==> config.mk <==
export PLATFORM = sky130hd
export DESIGN_NAME = keypad_display_command_port
export DESIGN_NICKNAME = d
export VERILOG_FILES = /design/src/keypad_pkg.sv /design/src/keypad_prescaler.sv /design/src/keypad_display_command_port.sv
export VERILOG_INCLUDE_DIRS = /design/src
export SDC_FILE = /design/constraint.sdc
export NUM_CORES = 1
export LEC_CHECK = 0
export BUFFER_PORTS_ARGS = -buffer_cell sky130_fd_sc_hd__buf_2
export CAP_MARGIN = 20
export CELL_PAD_IN_SITES_DETAIL_PLACEMENT = 1
export CELL_PAD_IN_SITES_GLOBAL_PLACEMENT = 1
export CORE_MARGIN = 2
export CORE_UTILIZATION = 25
export CTS_CLUSTER_SIZE = 25
export DETAILED_ROUTE_END_ITERATION = 10
export PLACE_DENSITY_LB_ADDON = 0.1
export SKIP_LAST_GASP = 1
export SYNTH_ARGS = -nofsm -noshare
export SYNTH_HDL_FRONTEND = slang
export SYNTH_HIERARCHICAL = 1
export SYNTH_SLANG_ARGS = --single-unit
export TNS_END_PERCENT = 10
==> constraint.sdc <==
create_clock -name clk_sys_in -period 6.4 [get_ports clk_sys_in]
set_clock_uncertainty 0.15 [all_clocks]
set_input_delay 0.32 -clock clk_sys_in [delete_from_list [all_inputs] [get_ports clk_sys_in]]
set_output_delay 0.32 -clock clk_sys_in [all_outputs]
set_load 0.1 [all_outputs]
==> src/keypad_consts.svh <==
// Constants of the keyboard/display command port: opcodes, fields, timing.
// Assumes a single 100 MHz system clock and an 8-bit host bus.
`ifndef KEYPAD_CONSTS_SVH
`define KEYPAD_CONSTS_SVH

// ---------------------------------------------------------------
// Command byte fields
// ---------------------------------------------------------------
`define CMD_CLASS_HI 7
`define CMD_CLASS_LO 5
`define CMD_AI_BIT 4
`define CMD_ERR_BIT 4
`define CMD_KMODE_HI 2
`define CMD_DMODE_HI 4
`define CMD_DMODE_LO 3
`define CMD_ROW_HI 2
`define CMD_ADDR_HI 3
`define CMD_MASK_A_BIT 3
`define CMD_MASK_B_BIT 2
`define CMD_BLANK_A_BIT 1
`define CMD_BLANK_B_BIT 0
`define CMD_CD_HI 4
`define CMD_CD_MID 3
`define CMD_CD_LO 2
`define CMD_CF_BIT 1
`define CMD_CA_BIT 0

// ---------------------------------------------------------------
// Reset values and codes
// ---------------------------------------------------------------
`define DMODE_RESET 2'h1
`define KMODE_RESET 3'h0
`define DIVISOR_RESET 5'h1F
`define DIVISOR_MIN 5'h02
`define BLANK_ZEROS 8'h00
`define BLANK_SPACE 8'h20
`define BLANK_ONES 8'hFF
`define CHARS_FOUR 5'h04
`define CHARS_EIGHT 5'h08
`define CHARS_SIXTEEN 5'h10
`define FIFO_FULL_COUNT 4'h8

// ---------------------------------------------------------------
// Status byte bit positions
// ---------------------------------------------------------------
`define ST_BUSY 7
`define ST_SE 6
`define ST_OVER 5
`define ST_UNDER 4
`define ST_FULL 3

// ---------------------------------------------------------------
// Timing
// ---------------------------------------------------------------
`define CLK_PERIOD_NS 10
`define CLEAR_TIME_NS 160000

`endif

==> src/keypad_pkg.sv <==
// Types shared by the keyboard/display command port.
// Assumes the constants header is compiled alongside.
package keypad_pkg;

	// Command classes by the upper three bits
	typedef enum logic [2:0] {
		CMD_MODE_SET = 3'b000,
		CMD_PROG_CLOCK = 3'b001,
		CMD_READ_FIFO = 3'b010,
		CMD_READ_DISP = 3'b011,
		CMD_WRITE_DISP = 3'b100,
		CMD_INHIBIT = 3'b101,
		CMD_CLEAR = 3'b110,
		CMD_END_INT = 3'b111
	} cmd_class_e;

	// Source of host data reads
	typedef enum logic [0:0] {
		SRC_FIFO = 1'b0,
		SRC_DISPLAY = 1'b1
	} read_src_e;

endpackage

==> src/keypad_prescaler.sv <==
// Programmable prescaler producing the internal timing enable.
// Assumes divisor is held stable between program-clock commands.
`timescale 1ns/1ns
`include "keypad_consts.svh"

module keypad_prescaler (
	// Clock and reset
	input wire logic clk_sys_in,
	input wire logic reset_in,
	// Control
	input wire logic [4:0] prescale_divisor_in,
	input wire logic resync_in,
	// Enable out
	output logic tick_out
);

	logic [4:0] count;
	wire [4:0] eff_div;
	wire [4:0] terminal;
	wire at_end;

	// Divisors below the minimum would stall; treat them as the minimum
	assign eff_div = (prescale_divisor_in < `DIVISOR_MIN) ?
		`DIVISOR_MIN : prescale_divisor_in;
	assign terminal = eff_div - 5'h01;
	assign at_end = (count >= terminal);

	// Counter chain; resync restarts the phase
	always_ff @(posedge clk_sys_in) begin
		if (reset_in || resync_in) begin
			count <= 5'h00;
			tick_out <= 1'b0;
		end else begin
			count <= at_end ? 5'h00 : count + 5'h01;
			tick_out <= at_end;
		end
	end

endmodule

==> src/keypad_display_command_port.sv <==
// Command decoder, FIFO/sensor memory and display memory of the
// keyboard/display controller, with its 8-bit host port.
// Assumes host strobes are synchronous to clk_sys_in and held for at
// least two cycles; scan logic outside supplies keys and sensor rows.
`timescale 1ns/1ns
`include "keypad_consts.svh"

module keypad_display_command_port #(
	parameter int CLEAR_CYCLES = `CLEAR_TIME_NS / `CLK_PERIOD_NS,
	parameter int FIFO_DEPTH = 8,
	parameter int DISP_ROWS = 16
) (
	// Clock and reset
	input wire logic clk_sys_in,
	input wire logic reset_in,
	// Host bus
	input wire logic cs_n_in,
	input wire logic cmd_data_select_line_in,
	input wire logic rd_n_in,
	input wire logic wr_n_in,
	input wire logic [7:0] data_in,
	output logic [7:0] data_out,
	output logic data_oe_out,
	output logic irq_out,
	// Scan side: key entries and sensor rows
	input wire logic key_entry_valid_in,
	input wire logic [7:0] key_entry_in,
	input wire logic multi_key_error_in,
	input wire logic sensor_row_valid_in,
	input wire logic [2:0] sensor_row_index_in,
	input wire logic [7:0] sensor_row_data_in,
	// Display refresh side
	input wire logic [3:0] refresh_addr_in,
	output logic [3:0] nibble_a_out,
	output logic [3:0] nibble_b_out,
	// Mode and timing outputs
	output logic [1:0] display_mode_field_out,
	output logic [2:0] keyboard_mode_field_out,
	output logic [4:0] display_chars_out,
	output logic error_mode_out,
	output logic scan_tick_out
);

	// ---------------------------------------------------------------
	// State
	// ---------------------------------------------------------------
	logic [1:0] display_mode_field;
	logic [2:0] keyboard_mode_field;
	logic [4:0] prescale_divisor;
	keypad_pkg::read_src_e read_src;
	logic fifo_auto_increment_flag;
	logic disp_auto_increment_flag;
	logic [3:0] disp_ptr;
	logic [2:0] sensor_ptr;
	logic nibble_write_mask_a;
	logic nibble_write_mask_b;
	logic nibble_suppress_flag_a;
	logic nibble_suppress_flag_b;
	logic [7:0] blank_code;
	logic [15:0] busy_count;
	logic busy;
	logic [7:0] fifo_mem [FIFO_DEPTH];
	logic [2:0] fifo_wr_ptr;
	logic [2:0] fifo_rd_ptr;
	logic [3:0] fifo_count;
	logic overrun;
	logic underrun;
	logic sensor_irq;
	logic error_mode;
	logic se_error;
	logic [7:0] disp_mem [DISP_ROWS];
	logic wr_n_prev;
	logic rd_n_prev;

	// ---------------------------------------------------------------
	// Host strobe decode
	// ---------------------------------------------------------------
	// Rising edges of the strobes act; chip select must still be low
	wire wr_edge = wr_n_in && !wr_n_prev && !cs_n_in;
	wire rd_edge = rd_n_in && !rd_n_prev && !cs_n_in;
	wire cmd_wr = wr_edge && cmd_data_select_line_in;
	wire data_wr = wr_edge && !cmd_data_select_line_in;
	wire data_rd = rd_edge && !cmd_data_select_line_in;
	wire read_active = !cs_n_in && !rd_n_in;
	wire [2:0] cmd_code = data_in[`CMD_CLASS_HI:`CMD_CLASS_LO];

	// Command class decode
	wire is_mode = cmd_wr && cmd_code == keypad_pkg::CMD_MODE_SET;
	wire is_clock = cmd_wr && cmd_code == keypad_pkg::CMD_PROG_CLOCK;
	wire is_rfifo = cmd_wr && cmd_code == keypad_pkg::CMD_READ_FIFO;
	wire is_rdisp = cmd_wr && cmd_code == keypad_pkg::CMD_READ_DISP;
	wire is_wdisp = cmd_wr && cmd_code == keypad_pkg::CMD_WRITE_DISP;
	wire is_inhib = cmd_wr && cmd_code == keypad_pkg::CMD_INHIBIT;
	wire is_clear = cmd_wr && cmd_code == keypad_pkg::CMD_CLEAR;
	wire is_endint = cmd_wr && cmd_code == keypad_pkg::CMD_END_INT;

	// Mode decode
	wire decoded_scan = keyboard_mode_field[0];
	wire sensor_mode = keyboard_mode_field[2:1] == 2'b10;
	wire nkey_mode = keyboard_mode_field[2:1] == 2'b01;

	// Clear command fields
	wire clear_all = data_in[`CMD_CA_BIT];
	wire clr_disp = is_clear && (data_in[`CMD_CD_HI] || clear_all);
	wire clr_fifo = is_clear && (data_in[`CMD_CF_BIT] || clear_all);
	wire [7:0] clear_code = !data_in[`CMD_CD_HI] ? `BLANK_ZEROS :
		(data_in[`CMD_CD_MID] ? `BLANK_ONES : `BLANK_SPACE);

	// FIFO push and pop; a pending special error stops pushes
	wire fifo_full = fifo_count == `FIFO_FULL_COUNT;
	wire key_push = key_entry_valid_in && !sensor_mode && !se_error;
	wire push_ok = key_push && !fifo_full;
	wire fifo_pop_try = data_rd && read_src == keypad_pkg::SRC_FIFO &&
		!sensor_mode;
	wire pop_ok = fifo_pop_try && fifo_count != 4'h0;

	// Sensor change detection, blocked while an interrupt is pending
	wire sensor_change = sensor_mode && sensor_row_valid_in && !sensor_irq
		&& fifo_mem[sensor_row_index_in] != sensor_row_data_in;

	// Display write with nibble masks
	wire disp_wr_ok = data_wr && !busy;
	wire [7:0] disp_old = disp_mem[disp_ptr];
	wire [7:0] disp_new = {
		nibble_write_mask_a ? disp_old[7:4] : data_in[7:4],
		nibble_write_mask_b ? disp_old[3:0] : data_in[3:0]};
	wire disp_rd = data_rd && read_src == keypad_pkg::SRC_DISPLAY;

	// Status byte
	wire [7:0] status_byte = {busy, sensor_mode ? sensor_irq : se_error,
		overrun, underrun, fifo_full, fifo_count[2:0]};

	// Data read source
	wire [7:0] fifo_view = sensor_mode ? fifo_mem[sensor_ptr] :
		fifo_mem[fifo_rd_ptr];
	wire [7:0] data_view = (read_src == keypad_pkg::SRC_DISPLAY) ?
		disp_mem[disp_ptr] : fifo_view;
	wire [7:0] next_data_out = cmd_data_select_line_in ? status_byte :
		data_view;

	// Refresh view with per-nibble blanking
	wire [7:0] refresh_row = disp_mem[refresh_addr_in];
	wire [3:0] next_nibble_a = nibble_suppress_flag_a ? blank_code[7:4] :
		refresh_row[7:4];
	wire [3:0] next_nibble_b = nibble_suppress_flag_b ? blank_code[3:0] :
		refresh_row[3:0];

	// ---------------------------------------------------------------
	// Outputs
	// ---------------------------------------------------------------
	// Decoded scan shows only four characters
	assign display_chars_out = decoded_scan ? `CHARS_FOUR :
		(display_mode_field[0] ? `CHARS_SIXTEEN : `CHARS_EIGHT);
	assign display_mode_field_out = display_mode_field;
	assign keyboard_mode_field_out = keyboard_mode_field;
	assign error_mode_out = error_mode;
	assign data_oe_out = read_active;
	// Sensor modes signal changes; other modes signal FIFO contents or a pending special error
	assign irq_out = sensor_mode ? sensor_irq :
		(fifo_count != 4'h0 || se_error);

	// Strobe history and registered data outputs
	always_ff @(posedge clk_sys_in) begin
		if (reset_in) begin
			wr_n_prev <= 1'b1;
			rd_n_prev <= 1'b1;
			data_out <= 8'h00;
			nibble_a_out <= 4'h0;
			nibble_b_out <= 4'h0;
		end else begin
			wr_n_prev <= wr_n_in;
			rd_n_prev <= rd_n_in;
			data_out <= next_data_out;
			nibble_a_out <= next_nibble_a;
			nibble_b_out <= next_nibble_b;
		end
	end

	// ---------------------------------------------------------------
	// Mode, clock, mask and error-mode registers
	// ---------------------------------------------------------------
	always_ff @(posedge clk_sys_in) begin
		if (reset_in) begin
			display_mode_field <= `DMODE_RESET;
			keyboard_mode_field <= `KMODE_RESET;
			prescale_divisor <= `DIVISOR_RESET;
			nibble_write_mask_a <= 1'b0;
			nibble_write_mask_b <= 1'b0;
			nibble_suppress_flag_a <= 1'b0;
			nibble_suppress_flag_b <= 1'b0;
			error_mode <= 1'b0;
		end else begin
			if (is_mode) begin
				display_mode_field <= data_in[`CMD_DMODE_HI:`CMD_DMODE_LO];
				keyboard_mode_field <= data_in[`CMD_KMODE_HI:0];
			end
			if (is_clock)
				prescale_divisor <= data_in[4:0];
			if (is_inhib) begin
				nibble_write_mask_a <= data_in[`CMD_MASK_A_BIT];
				nibble_write_mask_b <= data_in[`CMD_MASK_B_BIT];
				nibble_suppress_flag_a <= data_in[`CMD_BLANK_A_BIT];
				nibble_suppress_flag_b <= data_in[`CMD_BLANK_B_BIT];
			end
			if (is_endint && nkey_mode && data_in[`CMD_ERR_BIT])
				error_mode <= 1'b1;
			else if (is_mode)
				error_mode <= 1'b0;
		end
	end

	// ---------------------------------------------------------------
	// Pointers and read source
	// ---------------------------------------------------------------
	always_ff @(posedge clk_sys_in) begin
		if (reset_in) begin
			read_src <= keypad_pkg::SRC_FIFO;
			fifo_auto_increment_flag <= 1'b0;
			disp_auto_increment_flag <= 1'b0;
			disp_ptr <= 4'h0;
			sensor_ptr <= 3'h0;
		end else begin
			if (is_rfifo) begin
				read_src <= keypad_pkg::SRC_FIFO;
				fifo_auto_increment_flag <= data_in[`CMD_AI_BIT];
				sensor_ptr <= data_in[`CMD_ROW_HI:0];
			end else if (clr_fifo) begin
				sensor_ptr <= 3'h0;
			end else if (fifo_pop_try == 1'b0 && data_rd && sensor_mode &&
				read_src == keypad_pkg::SRC_FIFO && fifo_auto_increment_flag) begin
				sensor_ptr <= sensor_ptr + 3'h1;
			end
			if (is_rdisp)
				read_src <= keypad_pkg::SRC_DISPLAY;
			// Both display commands load the one shared pointer
			if (is_rdisp || is_wdisp) begin
				disp_auto_increment_flag <= data_in[`CMD_AI_BIT];
				disp_ptr <= data_in[`CMD_ADDR_HI:0];
			end else if (disp_auto_increment_flag &&
				(disp_wr_ok || disp_rd)) begin
				disp_ptr <= disp_ptr + 4'h1;
			end
		end
	end

	// ---------------------------------------------------------------
	// Clear sequencing
	// ---------------------------------------------------------------
	// The fill itself is instant; the busy window models the real
	// clear time so software sees the documented unavailability
	always_ff @(posedge clk_sys_in) begin
		if (reset_in) begin
			busy_count <= 16'h0000;
			busy <= 1'b0;
			blank_code <= `BLANK_ZEROS;
		end else if (clr_disp) begin
			busy_count <= 16'(CLEAR_CYCLES - 1);
			busy <= 1'b1;
			blank_code <= clear_code;
		end else if (busy) begin
			busy_count <= busy_count - 16'h0001;
			busy <= busy_count != 16'h0000;
		end
	end

	// ---------------------------------------------------------------
	// FIFO / sensor memory
	// ---------------------------------------------------------------
	// A push in the cycle of a FIFO clear lands as the first entry unless the FIFO was full
	always_ff @(posedge clk_sys_in) begin
		if (reset_in) begin
			fifo_wr_ptr <= 3'h0;
			fifo_rd_ptr <= 3'h0;
			fifo_count <= 4'h0;
			overrun <= 1'b0;
			underrun <= 1'b0;
			sensor_irq <= 1'b0;
			se_error <= 1'b0;
		end else if (clr_fifo) begin
			fifo_wr_ptr <= push_ok ? 3'h1 : 3'h0;
			fifo_rd_ptr <= 3'h0;
			fifo_count <= push_ok ? 4'h1 : 4'h0;
			overrun <= key_push && fifo_full;
			underrun <= 1'b0;
			sensor_irq <= sensor_change;
			se_error <= error_mode && multi_key_error_in;
		end else begin
			if (push_ok)
				fifo_wr_ptr <= fifo_wr_ptr + 3'h1;
			if (pop_ok)
				fifo_rd_ptr <= fifo_rd_ptr + 3'h1;
			fifo_count <= fifo_count + {3'h0, push_ok} - {3'h0, pop_ok};
			if (key_push && fifo_full)
				overrun <= 1'b1;
			if (fifo_pop_try && fifo_count == 4'h0)
				underrun <= 1'b1;
			// Set wins over the end-interrupt clear
			if (sensor_change)
				sensor_irq <= 1'b1;
			else if (is_endint && sensor_mode)
				sensor_irq <= 1'b0;
			if (error_mode && multi_key_error_in)
				se_error <= 1'b1;
		end
	end

	// One writer per entry: key push or sensor row update
	genvar gi;
	generate
		for (gi = 0; gi < FIFO_DEPTH; gi++) begin : g_fifo
			wire key_hit = push_ok && fifo_wr_ptr == 3'(gi) &&
				!clr_fifo;
			wire key_hit0 = push_ok && clr_fifo && gi == 0;
			wire sns_hit = sensor_change && sensor_row_index_in == 3'(gi);
			always_ff @(posedge clk_sys_in) begin
				if (reset_in)
					fifo_mem[gi] <= 8'h00;
				else if (key_hit || key_hit0)
					fifo_mem[gi] <= key_entry_in;
				else if (sns_hit)
					fifo_mem[gi] <= sensor_row_data_in;
			end
		end
	endgenerate

	// ---------------------------------------------------------------
	// Display memory
	// ---------------------------------------------------------------
	generate
		for (gi = 0; gi < DISP_ROWS; gi++) begin : g_disp
			wire row_hit = disp_wr_ok && disp_ptr == 4'(gi);
			always_ff @(posedge clk_sys_in) begin
				if (reset_in)
					disp_mem[gi] <= `BLANK_ZEROS;
				else if (clr_disp)
					disp_mem[gi] <= clear_code;
				else if (row_hit)
					disp_mem[gi] <= disp_new;
			end
		end
	endgenerate

	// Internal timing chain, resynchronised by clear-all
	keypad_prescaler u_prescaler (
		.clk_sys_in(clk_sys_in),
		.reset_in(reset_in),
		.prescale_divisor_in(prescale_divisor),
		.resync_in(is_clear && clear_all),
		.tick_out(scan_tick_out)
	);
endmodule

==> impl_summary.log, run 1 <==
INFO  metric clk_latency_worst_skew_pair = between 0.5 and 0.6 ns
INFO  metric place_hpwl = about 43,000 um
INFO  metric clock_tree.buffer_depth = 3
INFO  metric critical_path.cell_chain = buf_2 -> inv_1 -> o32ai_1 -> nor3_1 -> xnor2_1 -> nand2_1 -> nor4_4 -> buf_4 -> o41ai_2
INFO  metric setup-tns-final = 0 ns
INFO  metric min_path_cells = 2
INFO  metric synth-warning-count = 6
INFO  metric powerDensity = ~260 nW/um2
INFO  metric htreeDepth = 2
INFO  metric clock_tree_from_tritoncts = yes
INFO  metric port_buffers = 67
INFO  metric synth.avg_cell_area = around 12 um2
INFO  metric cap_violations = 0
INFO  metric power.total = approximately 4.8 mW
INFO  metric netSwitchingPower = around 1.4 mW
INFO  metric synthDominantCellAreaShare = 0.354
INFO  metric synth_mux_area_frac = 0.198
INFO  metric post-route-cell-area = between 15,000 and 20,000 um2
INFO  metric sequentialPowerShare = 0.444
INFO  metric tritoncts_buffer_count = 38
INFO  metric detail_route.wl_per_cell = 26.8 um
INFO  metric finalWirelength = 60,900 um
INFO  metric pin_count_of_the_biggest_net_entering_global_routing = 72
INFO  metric unrepaired_setup_endpoints_after_global_routing = false
INFO  metric die_x = 259 um
INFO  metric final_layout_size_suffix_gt1_frac = 0.248
INFO  metric synth_cells = ~1,400
INFO  metric outcome = finished, final reports clean
INFO  metric min_period = 3.89 ns
INFO  metric drt.antenna.violating_nets = 0
INFO  metric post_synth_fa_ha_maj_area_fraction = 0.0220
INFO  metric grt_first_pass_wirelength = slightly below 90,000 um
INFO  metric vias = about 12,000
INFO  metric synth.cell_area = about 16,000 um2
INFO  metric p_sw_frac = 0.289
INFO  metric drcViolationCount = 0
INFO  metric vias_per_cell = 5.24
INFO  metric r2r_cells = 5
INFO  metric pin_count = 70
INFO  metric worst_hold_slack = about 0.022 ns
INFO  metric crit_slowest_cell = sky130_fd_sc_hd__o41ai_2
INFO  metric num-nets-final = between 1,000 and 1,500
INFO  metric netlist.top_cell.by_area = sky130_fd_sc_hd__edfxtp_1
INFO  metric synth_edf_count = between 150 and 200
INFO  metric antenna_cells_inserted = 0
INFO  metric design.die.area = approximately 67,000 um2
INFO  metric max-vdd-ir-drop = 0.144 mV
INFO  metric finalSetupViolations = 0
INFO  metric setup.worst_path.class = input pin to flop
INFO  metric initial_utilization = 0.253
INFO  metric drt-pass1-iter-count = 5
INFO  metric arrival_time_at_the_worst_endpoint = a little under 4 ns
INFO  metric combinationalPowerShare = 0.147
INFO  metric compound_gate_fraction_of_synth_area = 0.127
INFO  metric grt.total_usage = 0.182
INFO  metric hold_viol_final = 0
INFO  metric overall_die_height = about 260 um
INFO  metric maxSlewViolCount = 0
INFO  metric post_synth_num_cell_types = 68
INFO  metric synth_ff_type = sky130_fd_sc_hd__edfxtp_1
INFO  metric yosys.area_share.xor_xnor = 0.0178
INFO  metric seq_area_frac_synth = 0.468
INFO  metric synth_simple_gate_area_frac = 0.121
INFO  metric relSlewSlack = 0.286
INFO  metric cts_resized = 0
INFO  metric worst_setup_ep_type = flop
INFO  metric fin_crit_sh = 0.608
INFO  metric fillers = around 7,000
INFO  metric min_path_type = input pin to flop
INFO  metric numClockSinks = around 280
INFO  metric critPathMaxFanout = 53
INFO  metric floorplan.core_area = around 64,000 um2
INFO  metric cp_data_required_time = 6.41 ns
INFO  metric synth.area.top_cells = sky130_fd_sc_hd__edfxtp_1 35%, sky130_fd_sc_hd__mux4_2 16%, sky130_fd_sc_hd__dfxtp_1 11%, sky130_fd_sc_hd__o21ai_0 4.0%, sky130_fd_sc_hd__nand2_1 3.3%
INFO  metric place_area = 17,400 um2
INFO  metric cts.clk_slew.worst_paths = around 0.050 ns
INFO  metric clockRootBuffer = sky130_fd_sc_hd__clkbuf_16
INFO  metric p_leak = approximately 6.4 nW
INFO  metric globalRoute.totalOverflow = 0
INFO  metric clock_power_share = 0.408
INFO  metric synth_async_sr_flop_share = 0
INFO  metric worst_setup_path_start_kind = input pin
INFO  metric drt_iter0_markers = 883
INFO  metric worst_slew_pin_slew = between 1 and 1.5 ns
INFO  metric grt_pass1_vias = approximately 12,000
INFO  metric areaGrowthSynthToFinish = 13.9%
INFO  metric synth_top_family_by_area = multiplexers
INFO  metric max_freq = 0.257 GHz
INFO  metric num_rows = 93
INFO  metric yosys_register_bits = about 280
INFO  metric place.gp.congestion = 0.818
INFO  metric worst_path_largest_cell_delay = around 1 ns
INFO  metric antenna_found_initial = 2
INFO  metric power_report.internal_total = 3.40 mW
-- final cells by class --
type                    count  area [um2]  area share
multi-input cells         934        7980       0.431
flip-flops and latches    284        7610       0.411
well taps                 855        1070      0.0577
clock buffers              53        1020      0.0549
repair buffers            105         654      0.0353
inverters                  31         116     0.00628
clock inverters            12        85.1     0.00459
-- cells in the final DEF (no fill, tap or decap), types with 50 or more instances in the layout --
master | Yosys | final
sky130_fd_sc_hd__edfxtp_1 | 192 | 192
sky130_fd_sc_hd__nand2_1 | 145 | 144
sky130_fd_sc_hd__o21ai_0 | 131 | 128
sky130_fd_sc_hd__mux4_2 | 114 | 114
sky130_fd_sc_hd__dfxtp_1 | 92 | 91
sky130_fd_sc_hd__buf_2 | 11 | 67
sky130_fd_sc_hd__nor2_1 | 61 | 61
sky130_fd_sc_hd__or4_1 | 57 | 57
sky130_fd_sc_hd__o21ai_2 | 50 | 50
-- per-stage QoR --
step / util / cells / worst slack, ns
after floorplan: - / 1382 / 2.80
after CTS: 0.288 / 2273 / 2.55
after global routing: 0.288 / 2274 / 2.27
final: 0.288 / 2274 / 2.51
after detailed placement: 0.270 / 2201 / 1.97
after global placement: 0.269 / 2196 / 2.07
-- cell families (layout without fill, tap and decap cells) --
family	Yosys count	after routing
AO/OA/AOI/OAI	322	322
multiplexers	170	170
buffers and inverters	164	201
adder cells (fa/ha/maj)	28	28
flip-flops	284	284
XOR/XNOR	33	33
other	1	2
AND/OR/NAND/NOR	379	379
-- cells in the mapped netlist, drive strengths merged, types with 5 or more instances --
cell type  number
inv            31
nand3          10
nor4b           6
ha             27
a211oi         38
mux2i          40
a21oi          34
dfxtp          92
mux4          114
nand2b         18
a31oi           8
nor3           20
buf            51
clkbuf         82
xnor2          25
edfxtp        192
a211o           6
nor2b          29
or2             5
nand2         145
o41ai          16
mux2           16
xor2            8
o22ai          10
nor4            8
nor2           62
or4            57
o21ai         193
-- timing repair --
item                      in CTS  in global routing
setup buffers                  0                  0
hold endpoints to repair      10                  0
hold buffers                   7                  0
-- flip-flops by register name, indices dropped and copies added, names as in the netlist, 2 cells and up, named ones only --
name and flops:
prescale_divisor 5, u_prescaler/count 5, keyboard_mode_field_out 3, display_mode_field_out 2, disp_ptr 4, fifo_count 4, nibble_b_out 4, nibble_a_out 4
sensor_ptr 3, disp_mem 128, blank_code 2, fifo_mem 64, fifo_rd_ptr 3, busy_count 16, fifo_wr_ptr 3, data_out 8
-- critical path, delay by kind of cell --
family,cells,cell delay (ns)
AOI/OAI and AO/OA,2,1.43
xor gates and xnor gates,1,0.13
buffers and inverters,3,1.59
and+or+nand+nor,3,0.29
-- final timing paths --
path | end | start | slack (ns)
worst max register to register | disp_mem[7][1] | flop | 2.69
worst max-delay path | fifo_mem[6][7] | sensor_row_index_in[1] | 2.51
worst min register to register | blank_code[5] | blank_code[5] | 0.31
worst min-delay path | prescale_divisor[4] | data_in[4] | 0.02
-- power groups by stage --
stage / Sequential (mW) / Clock [mW] / Combinational, mW
global placement: 2.16 / 0 / 0.704
finish: 2.12 / 1.95 / 0.704
global route: 2.13 / 2.08 / 0.757
detailed placement: 2.16 / 0 / 0.709
CTS: 2.12 / 2.02 / 0.715
floorplan: 2.19 / 0 / 0.430
-- per-layer routing --
metal	track usage	vias to the layer above	wire [um]
met5	0	-	0
met4	0.0422	0	999
met3	0.0207	53	1990
met2	0.287	232	28000
met1	0.266	6285	29900
li1	-	5335	-
(Power assumes the default switching activity.)
==> run 2: changes to the inputs <==
- ABC_AREA: not set -> 1
- clock period: 6.4 -> 3.95 ns (I/O delays scaled with it)
==> run 2 against run 1 <==
Net effect: synthesized cell count is 56% higher; clock power increased by 70%; global-route usage is 2.8 points higher; combinational power is 53% higher; power up 64%; sequential share of layout area decreased by 1.4 points; first-iteration DRC count rose by 15%; sequential cell count unchanged; utilization increased by 0.39 points; worst setup slack worse by 1.8 ns; sequential power up 62%; critical path type is now flop to flop; largest cell class is now sequential cells; largest power group unchanged.
==> impl_summary.log, run 2 <==
INFO  metric vias = 15,600
INFO  metric clock_tree_from_tritoncts = yes
INFO  metric synth_cells = ~2,200
INFO  metric overall_die_height = approximately 260 um
INFO  metric largest_reg_flops = about 130
INFO  metric holdPathEnd = overrun
INFO  metric num-nets-final = ~2,300
INFO  metric top_register_by_number_of_flip_flops = disp_mem
INFO  metric fillers = between 7,000 and 8,000
INFO  metric cts_resized = 0
INFO  metric antenna_cells_inserted = 0
INFO  metric place_hpwl = between 50,000 and 60,000 um
INFO  metric clock_tree.buffer_depth = 3
INFO  metric areaGrowthSynthToFinish = 15.6%
INFO  metric critical_path.reg2reg.endpoint = disp_mem[7][7]
INFO  metric synth.cells.most_frequent = 435 x sky130_fd_sc_hd__nand2_1, 366 x sky130_fd_sc_hd__o21ai_0, 211 x sky130_fd_sc_hd__inv_1, 192 x sky130_fd_sc_hd__edfxtp_1, 167 x sky130_fd_sc_hd__a21oi_1
INFO  metric max_freq = 0.306 GHz
INFO  metric synth_async_sr_flop_share = 0
INFO  metric grt.met1_usage = 0.266
INFO  metric synthMostInstantiatedCell = sky130_fd_sc_hd__nand2_1
INFO  metric grt-busiest-layer = met2
INFO  metric timing.critical_path.buf_inv = 2
INFO  metric initial_utilization = 0.253
INFO  metric top_library_cells_by_usage_in_the_layout_fill_and_taps_aside = 434 x sky130_fd_sc_hd__nand2_1, 365 x sky130_fd_sc_hd__o21ai_0, 211 x sky130_fd_sc_hd__inv_1
INFO  metric clockRootBuffer = sky130_fd_sc_hd__clkbuf_16
INFO  metric grt.total_usage = 0.210
INFO  metric seq_area_frac_synth = 0.458
INFO  metric synth.area.top_cells = sky130_fd_sc_hd__edfxtp_1 35%, sky130_fd_sc_hd__dfxtp_1 11%, sky130_fd_sc_hd__o21ai_0 11%, sky130_fd_sc_hd__nand2_1 9.8%, sky130_fd_sc_hd__a21oi_1 5.0%
INFO  metric pin_count = 70
INFO  metric grt_first_pass_wirelength = 106,000 um
INFO  metric delay_heaviest_family_cp = compound AO/OA/AOI/OAI gates
INFO  metric layout.area.seq = approximately 7600 um2
INFO  metric min_period = roughly 3.3 ns
INFO  metric worst_setup_ep_type = flop
INFO  metric finalSetupViolations = 0
INFO  metric floorplan.core_area = 65,700 um2
INFO  metric critPathMaxFanout = 39
INFO  metric numClockSinks = between 200 and 300
INFO  metric cp_data_required_time = about 4 ns
INFO  metric min_path_cells = 4
INFO  metric setup.worst_path.class = flop to flop
INFO  metric critical_path.cell_chain = buf_4 -> a21oi_1 -> o21ai_0 -> nand2_1 -> o211ai_1 -> nand3_1 -> o21ai_1 -> buf_4 -> o21ai_0
INFO  metric met2_usage = 0.362
INFO  metric drt_iter0_markers = 1,014
INFO  metric drt.antenna.violating_nets = 0
INFO  metric place.gp.congestion = approximately 0.85
INFO  metric htreeDepth = 2
INFO  metric multi_input_area = between 7000 and 8000 um2
INFO  metric hold_viol_final = 0
INFO  metric unrepaired_setup_endpoints_after_global_routing = false
INFO  metric cts.repair_timing.setup_buffer_count = 0
INFO  metric detail_route.wl_per_cell = about 23 um
INFO  metric p_leak = roughly 7.8 nW
INFO  metric port_buffers = 67
INFO  metric drt-pass1-iter-count = 5
INFO  metric synthDominantCellAreaShare = 0.347
INFO  metric pin_count_of_the_biggest_net_entering_global_routing = between 90 and 100
INFO  metric synth_edf_count = 192
INFO  metric min_path_type = input pin to flop
INFO  metric antenna_found_initial = 0
INFO  metric relSlewSlack = 0.369
INFO  metric yosys_register_bits = about 280
INFO  metric drcViolationCount = 0
INFO  metric synth.cell_area = approximately 17,000 um2
INFO  metric worst_setup_path_start_kind = flop
INFO  metric final_layout_size_suffix_gt1_frac = 0.0899
INFO  metric r2r_cells = 9
INFO  metric design.die.area = about 69,000 um2
INFO  metric synth_ff_type = sky130_fd_sc_hd__edfxtp_1
INFO  metric globalRoute.totalOverflow = 0
INFO  metric arrival_time_at_the_worst_endpoint = roughly 3.4 ns
INFO  metric commonest_non_fill_non_tap_cell_in_the_layout = sky130_fd_sc_hd__nand2_1
INFO  metric outcome = finished, final reports clean
INFO  metric finalWirelength = 72,100 um
INFO  metric clk_latency_worst_skew_pair = between 0.5 and 0.6 ns
INFO  metric fin_crit_sh = 0.827
INFO  metric largest_regs = disp_mem x128, fifo_mem x64, busy_count x16
INFO  metric netlist.top_cell.by_area = sky130_fd_sc_hd__edfxtp_1
INFO  metric r2r_slack = just under 0.7 ns
INFO  metric setup-tns-final = 0 ns
INFO  metric grt_pass1_vias = about 16,000
INFO  metric max-vdd-ir-drop = 0.270 mV
INFO  metric crit_slowest_cell = sky130_fd_sc_hd__dfxtp_4
INFO  metric worst_path_largest_cell_delay = 0.61 ns
INFO  metric maxSlewViolCount = 0
INFO  metric grt_use_met3 = 0.0239
INFO  metric synth.avg_cell_area = ~7.7 um2
INFO  metric power.total = ~8 mW
INFO  metric synth-warning-count = 6
INFO  metric vias_per_cell = 5.08
INFO  metric die_x = between 200 and 300 um
INFO  metric min-delay-start = key_entry_valid_in
INFO  metric worst_slew_pin_slew = approximately 0.94 ns
INFO  metric powerDensity = between 400 and 500 nW/um2
INFO  metric tritoncts_buffer_count = 37
INFO  metric post_synth_num_cell_types = 47
INFO  metric num_rows = 94
INFO  metric cts_hold_buffers = 24
INFO  metric cap_violations = 0
INFO  metric cts.clk_slew.worst_paths = 0.06 ns
==> run 2: cell count changes after synthesis, moves of 49 or more <==
cell                       before  now
sky130_fd_sc_hd__a21oi_1       34  167
sky130_fd_sc_hd__inv_1         31  211
sky130_fd_sc_hd__mux4_2       114    0
sky130_fd_sc_hd__nand2_1      145  435
sky130_fd_sc_hd__nand3_1       10  143
sky130_fd_sc_hd__nand4_1        2   70
sky130_fd_sc_hd__nor2_1        61  131
sky130_fd_sc_hd__o211ai_1       0   59
sky130_fd_sc_hd__o21ai_0      131  366
sky130_fd_sc_hd__o21ai_2       50    1
sky130_fd_sc_hd__or4_1         57    0
==> run 2: cell type report <==
| cell class | count | share of cell area |
|---|---|---|
| clock buffer | 45 | 0.0509 |
| tap | 864 | 0.0563 |
| clock inverter | 21 | 0.00945 |
| inverter | 219 | 0.0430 |
| multi-input combinational | 1510 | 0.396 |
| sequential | 284 | 0.397 |
| timing repair buffer | 134 | 0.0475 |
==> run 2: how the worst max path moves through the flow <==
stage	start	to	slack (ns)	cells after the start
2_1_floorplan	keyboard_mode_field_out[2]	irq_out	0.47	5
3_3_place_gp	sensor_row_index_in[0]	fifo_mem[4][7]	0.31	15
3_5_place_dp	cs_n_in	disp_mem[0][6]	0.51	10
4_1_cts	wr_n_prev	disp_mem[0][2]	0.62	9
5_1_grt	wr_n_prev	disp_mem[5][6]	0.41	9
6_report	flop	disp_mem[7][7]	0.68	9
==> run 2: metrics by stage <==
step	hold WS [ns]	worst slack, ns	cell area [um2]	std cells	utilization
2_1_floorplan	0.151	0.474	16600	2151	-
3_3_place_gp	0.260	0.314	17800	2986	0.270
3_5_place_dp	0.257	0.513	17800	2987	0.271
4_1_cts	0.00431	0.622	19200	3077	0.292
5_1_grt	0.0184	0.412	19200	3077	0.292
6_report	0.0201	0.684	19200	3077	0.292
==> run 2: worst min-delay path, cell delays in order <==
cell	delay, ns
sky130_fd_sc_hd__buf_2	0.11
sky130_fd_sc_hd__nand2_1	0.05
sky130_fd_sc_hd__nor2_1	0.15
sky130_fd_sc_hd__a32o_1	0.18
==> run 2: layer usage <==
layer,wire (um),vias to the layer above
met4,2950,0
met1,31900,7744
met5,0,-
met3,2310,108
met2,34900,290
li1,-,7495
==> run 2: cells by family (layout without fill, tap and decap cells) <==
family | count (synthesis) | in the layout | share of synthesized area
flops | 284 | 284 | 0.458
xor+xnor | 18 | 18 | 0.00949
other cells | 1 | 2 | 0.000226
simple gates | 819 | 819 | 0.215
buf+inv | 357 | 419 | 0.0851
compound gates | 640 | 640 | 0.208
fa+ha+maj | 28 | 28 | 0.0215
mux | 3 | 3 | 0.00181
==> run 2: power by group <==
group | total [mW] | internal (mW) | switching, mW | leakage, nW
Sequential | 3.43 | 3.31 | 0.121 | 2.74
Combinational | 1.08 | 0.264 | 0.812 | 4.51
Clock | 3.32 | 1.95 | 1.37 | 0.565
==> run 3: changes to the inputs <==
- clock period: 3.95 -> 2.9 ns (I/O delays scaled with it)
==> run 3 against run 2 <==
Net effect: count of clock-buffer cells in the layout is 7 higher; combinational power up 46%; die area unchanged; register-to-register slack lost 0.53 ns; power up 38%; worst hold slack improved by 0.067 ns; critical path depth fell by 2; wire length grew 0.97%; cell count increased by 2.5%; worst setup slack got worse by 0.53 ns; via count grew 2.4%; global-route usage up 0.19 points.
==> impl_summary.log, run 3 (synthesized netlist as in run 2, its figures left out) <==
INFO  metric worst_slew_pin_slew = roughly 0.7 ns
INFO  metric worst_setup_path_start_kind = flop
INFO  metric maxSlewViolCount = 0
INFO  metric cap_violations = 0
INFO  metric vias_per_cell = between 5 and 6
INFO  metric top_library_cells_by_usage_in_the_layout_fill_and_taps_aside = 433 x sky130_fd_sc_hd__nand2_1, 365 x sky130_fd_sc_hd__o21ai_0, 211 x sky130_fd_sc_hd__inv_1
INFO  metric antenna_cells_inserted = 0
INFO  metric drt.antenna.violating_nets = 0
INFO  metric r2r_slack = 0.15 ns
INFO  metric design.die.area = 68,500 um2
INFO  metric min-delay-start = cs_n_in
INFO  metric worst_hold_slack = a little under 0.09 ns
INFO  metric finalSetupViolations = 0
INFO  metric htreeDepth = 2
INFO  metric commonest_non_fill_non_tap_cell_in_the_layout = sky130_fd_sc_hd__nand2_1
INFO  metric grt.total_usage = 0.212
INFO  metric num-nets-final = between 2,000 and 2,500
INFO  metric tritoncts_buffer_count = 38
INFO  metric holdPathEnd = underrun
INFO  metric overall_die_height = around 260 um
INFO  metric final_layout_size_suffix_gt1_frac = 0.118
INFO  metric critPathMaxFanout = 13
INFO  metric top_register_by_number_of_flip_flops = disp_mem
INFO  metric num_rows = 94
INFO  metric setup.worst_path.class = flop to output port
INFO  metric r2r_cells = 13
INFO  metric finalNonFillerCells = between 3,000 and 4,000
INFO  metric clock_tree_from_tritoncts = yes
INFO  metric largest_reg_flops = about 130
INFO  metric grt_first_pass_wirelength = between 100,000 and 150,000 um
INFO  metric min_period = between 2 and 3 ns
INFO  metric drt-pass1-iter-count = 5
INFO  metric globalRoute.totalOverflow = 0
INFO  metric worst_r2r_startpoint = wr_n_prev
INFO  metric drt_iter0_markers = between 900 and 1,000
INFO  metric clk_latency_worst_skew_pair = 0.57 ns
INFO  metric powerDensity = approximately 540 nW/um2
INFO  metric largest_regs = disp_mem x128, fifo_mem x64, busy_count x16
INFO  metric drcViolationCount = 0
INFO  metric numClockSinks = between 200 and 300
INFO  metric hold_viol_final = 0
INFO  metric finalWorstSetupSlack = around 0.15 ns
INFO  metric p_leak = between 8 and 9 nW
INFO  metric fin_crit_sh = 0.948
INFO  metric antenna_found_initial = 0
INFO  metric min_path_type = input pin to flop
INFO  metric critical_path.reg2reg.endpoint = fifo_mem[4][6]
INFO  metric max-vdd-ir-drop = 0.419 mV
INFO  metric die_x = between 200 and 300 um
INFO  metric dp_cells = a little over 3,000
INFO  metric initial_utilization = 0.253
INFO  metric clockRootBuffer = sky130_fd_sc_hd__clkbuf_16
INFO  metric unrepaired_setup_endpoints_after_global_routing = true
INFO  metric clock_tree.buffer_depth = 3
INFO  metric grt_pass1_vias = roughly 16,000
INFO  metric place.gp.congestion = about 0.84
INFO  metric outcome = finished, final reports clean
INFO  metric worst_setup_ep_type = output port
INFO  metric vias = around 16,000
INFO  metric port_buffers = 67
INFO  metric pin_count_of_the_biggest_net_entering_global_routing = 107
INFO  metric max_freq = approximately 0.36 GHz
INFO  metric relSlewSlack = 0.532
INFO  metric place_hpwl = approximately 53,000 um
INFO  metric areaGrowthSynthToFinish = 20.8%
INFO  metric power.total = 10.8 mW
INFO  metric arrival_time_at_the_worst_endpoint = between 2 and 2.5 ns
INFO  metric detailedPlace.worstSlack = 0.0377 ns
INFO  metric min_path_cells = 6
INFO  metric fillers = ~7,900
INFO  metric cp_data_required_time = about 2.6 ns
INFO  metric pin_count = 70
INFO  metric floorplan.core_area = 65,700 um2
INFO  metric finalWirelength = 72,800 um
INFO  metric detail_route.wl_per_cell = around 23 um
INFO  metric setup-tns-final = 0 ns
INFO  metric cts.clk_slew.worst_paths = 0.06 ns
==> run 3: changes by cell type in the layout (fill, tap and decap cells not counted), sizes merged <==
cell,delta
clkbuf,+8
dlygate4sd3,+15
buf,+59
bufinv,-2
clkinv,-5
clkinvlp,+1
==> run 3: how the worst max path moves through the flow <==
stage / start / end / cells after the start
after floorplan: keyboard_mode_field_out[1] / fifo_mem[0][0] / 11
after global placement: sensor_row_index_in[0] / fifo_mem[2][7] / 13
after detailed placement: sensor_row_index_in[0] / fifo_mem[2][6] / 13
after CTS: keyboard_mode_field_out[1] / irq_out / 7
after global routing: wr_n_prev / disp_mem[11][5] / 10
final: keyboard_mode_field_out[1] / irq_out / 7
==> run 3: metrics by stage <==
stage | instance area (um2) | util
2_1_floorplan | 16600 | -
3_3_place_gp | 18400 | 0.280
3_5_place_dp | 18400 | 0.280
4_1_cts | 20000 | 0.304
5_1_grt | 20100 | 0.305
6_report | 20100 | 0.305
==> run 3: worst max-delay path, cell delays in order, from the launching register on <==
cell and delay (ns):
sky130_fd_sc_hd__dfxtp_1 0.32, sky130_fd_sc_hd__inv_1 0.07, sky130_fd_sc_hd__nand2_1 0.08, sky130_fd_sc_hd__buf_4 0.22, sky130_fd_sc_hd__inv_1 0.43, sky130_fd_sc_hd__nor2_1 0.14
sky130_fd_sc_hd__a21oi_2 0.19, sky130_fd_sc_hd__buf_2 0.45
==> run 3: timing repair <==
item | 4_1_cts | 5_1_grt
resized for setup | 0 | 11
endpoints found under the setup margin | 0 | 59
endpoints found under the hold margin | 85 | 0
buffers inserted | 0 | 5
hold buffers | 39 | 0
==> run 3: cell type report <==
type                            instances  area [um2]  share of cell area
Multi-Input combinational cell       1510        7630               0.380
Sequential cell                       284        7620               0.380
Timing Repair Buffer                  209        1730              0.0862
Tap cell                              864        1080              0.0539
Clock buffer                           52        1050              0.0526
Inverter                              219         828              0.0413
Clock inverter                         15         124             0.00618
==> run 3: where the power goes <==
part	switching [mW]	internal [mW]	total (mW)
Sequential	0.166	4.51	4.67
Clock	1.90	2.64	4.54
Combinational	1.14	0.442	1.58
==> run 3: layer usage <==
metal | global-route usage | up-vias | share of wire
met5 | 0 | - | 0
met1 | 0.279 | 7961 | 0.46
li1 | - | 7660 | -
met4 | 0.0600 | 0 | 0.026
met3 | 0.0201 | 100 | 0.027
met2 | 0.367 | 296 | 0.49
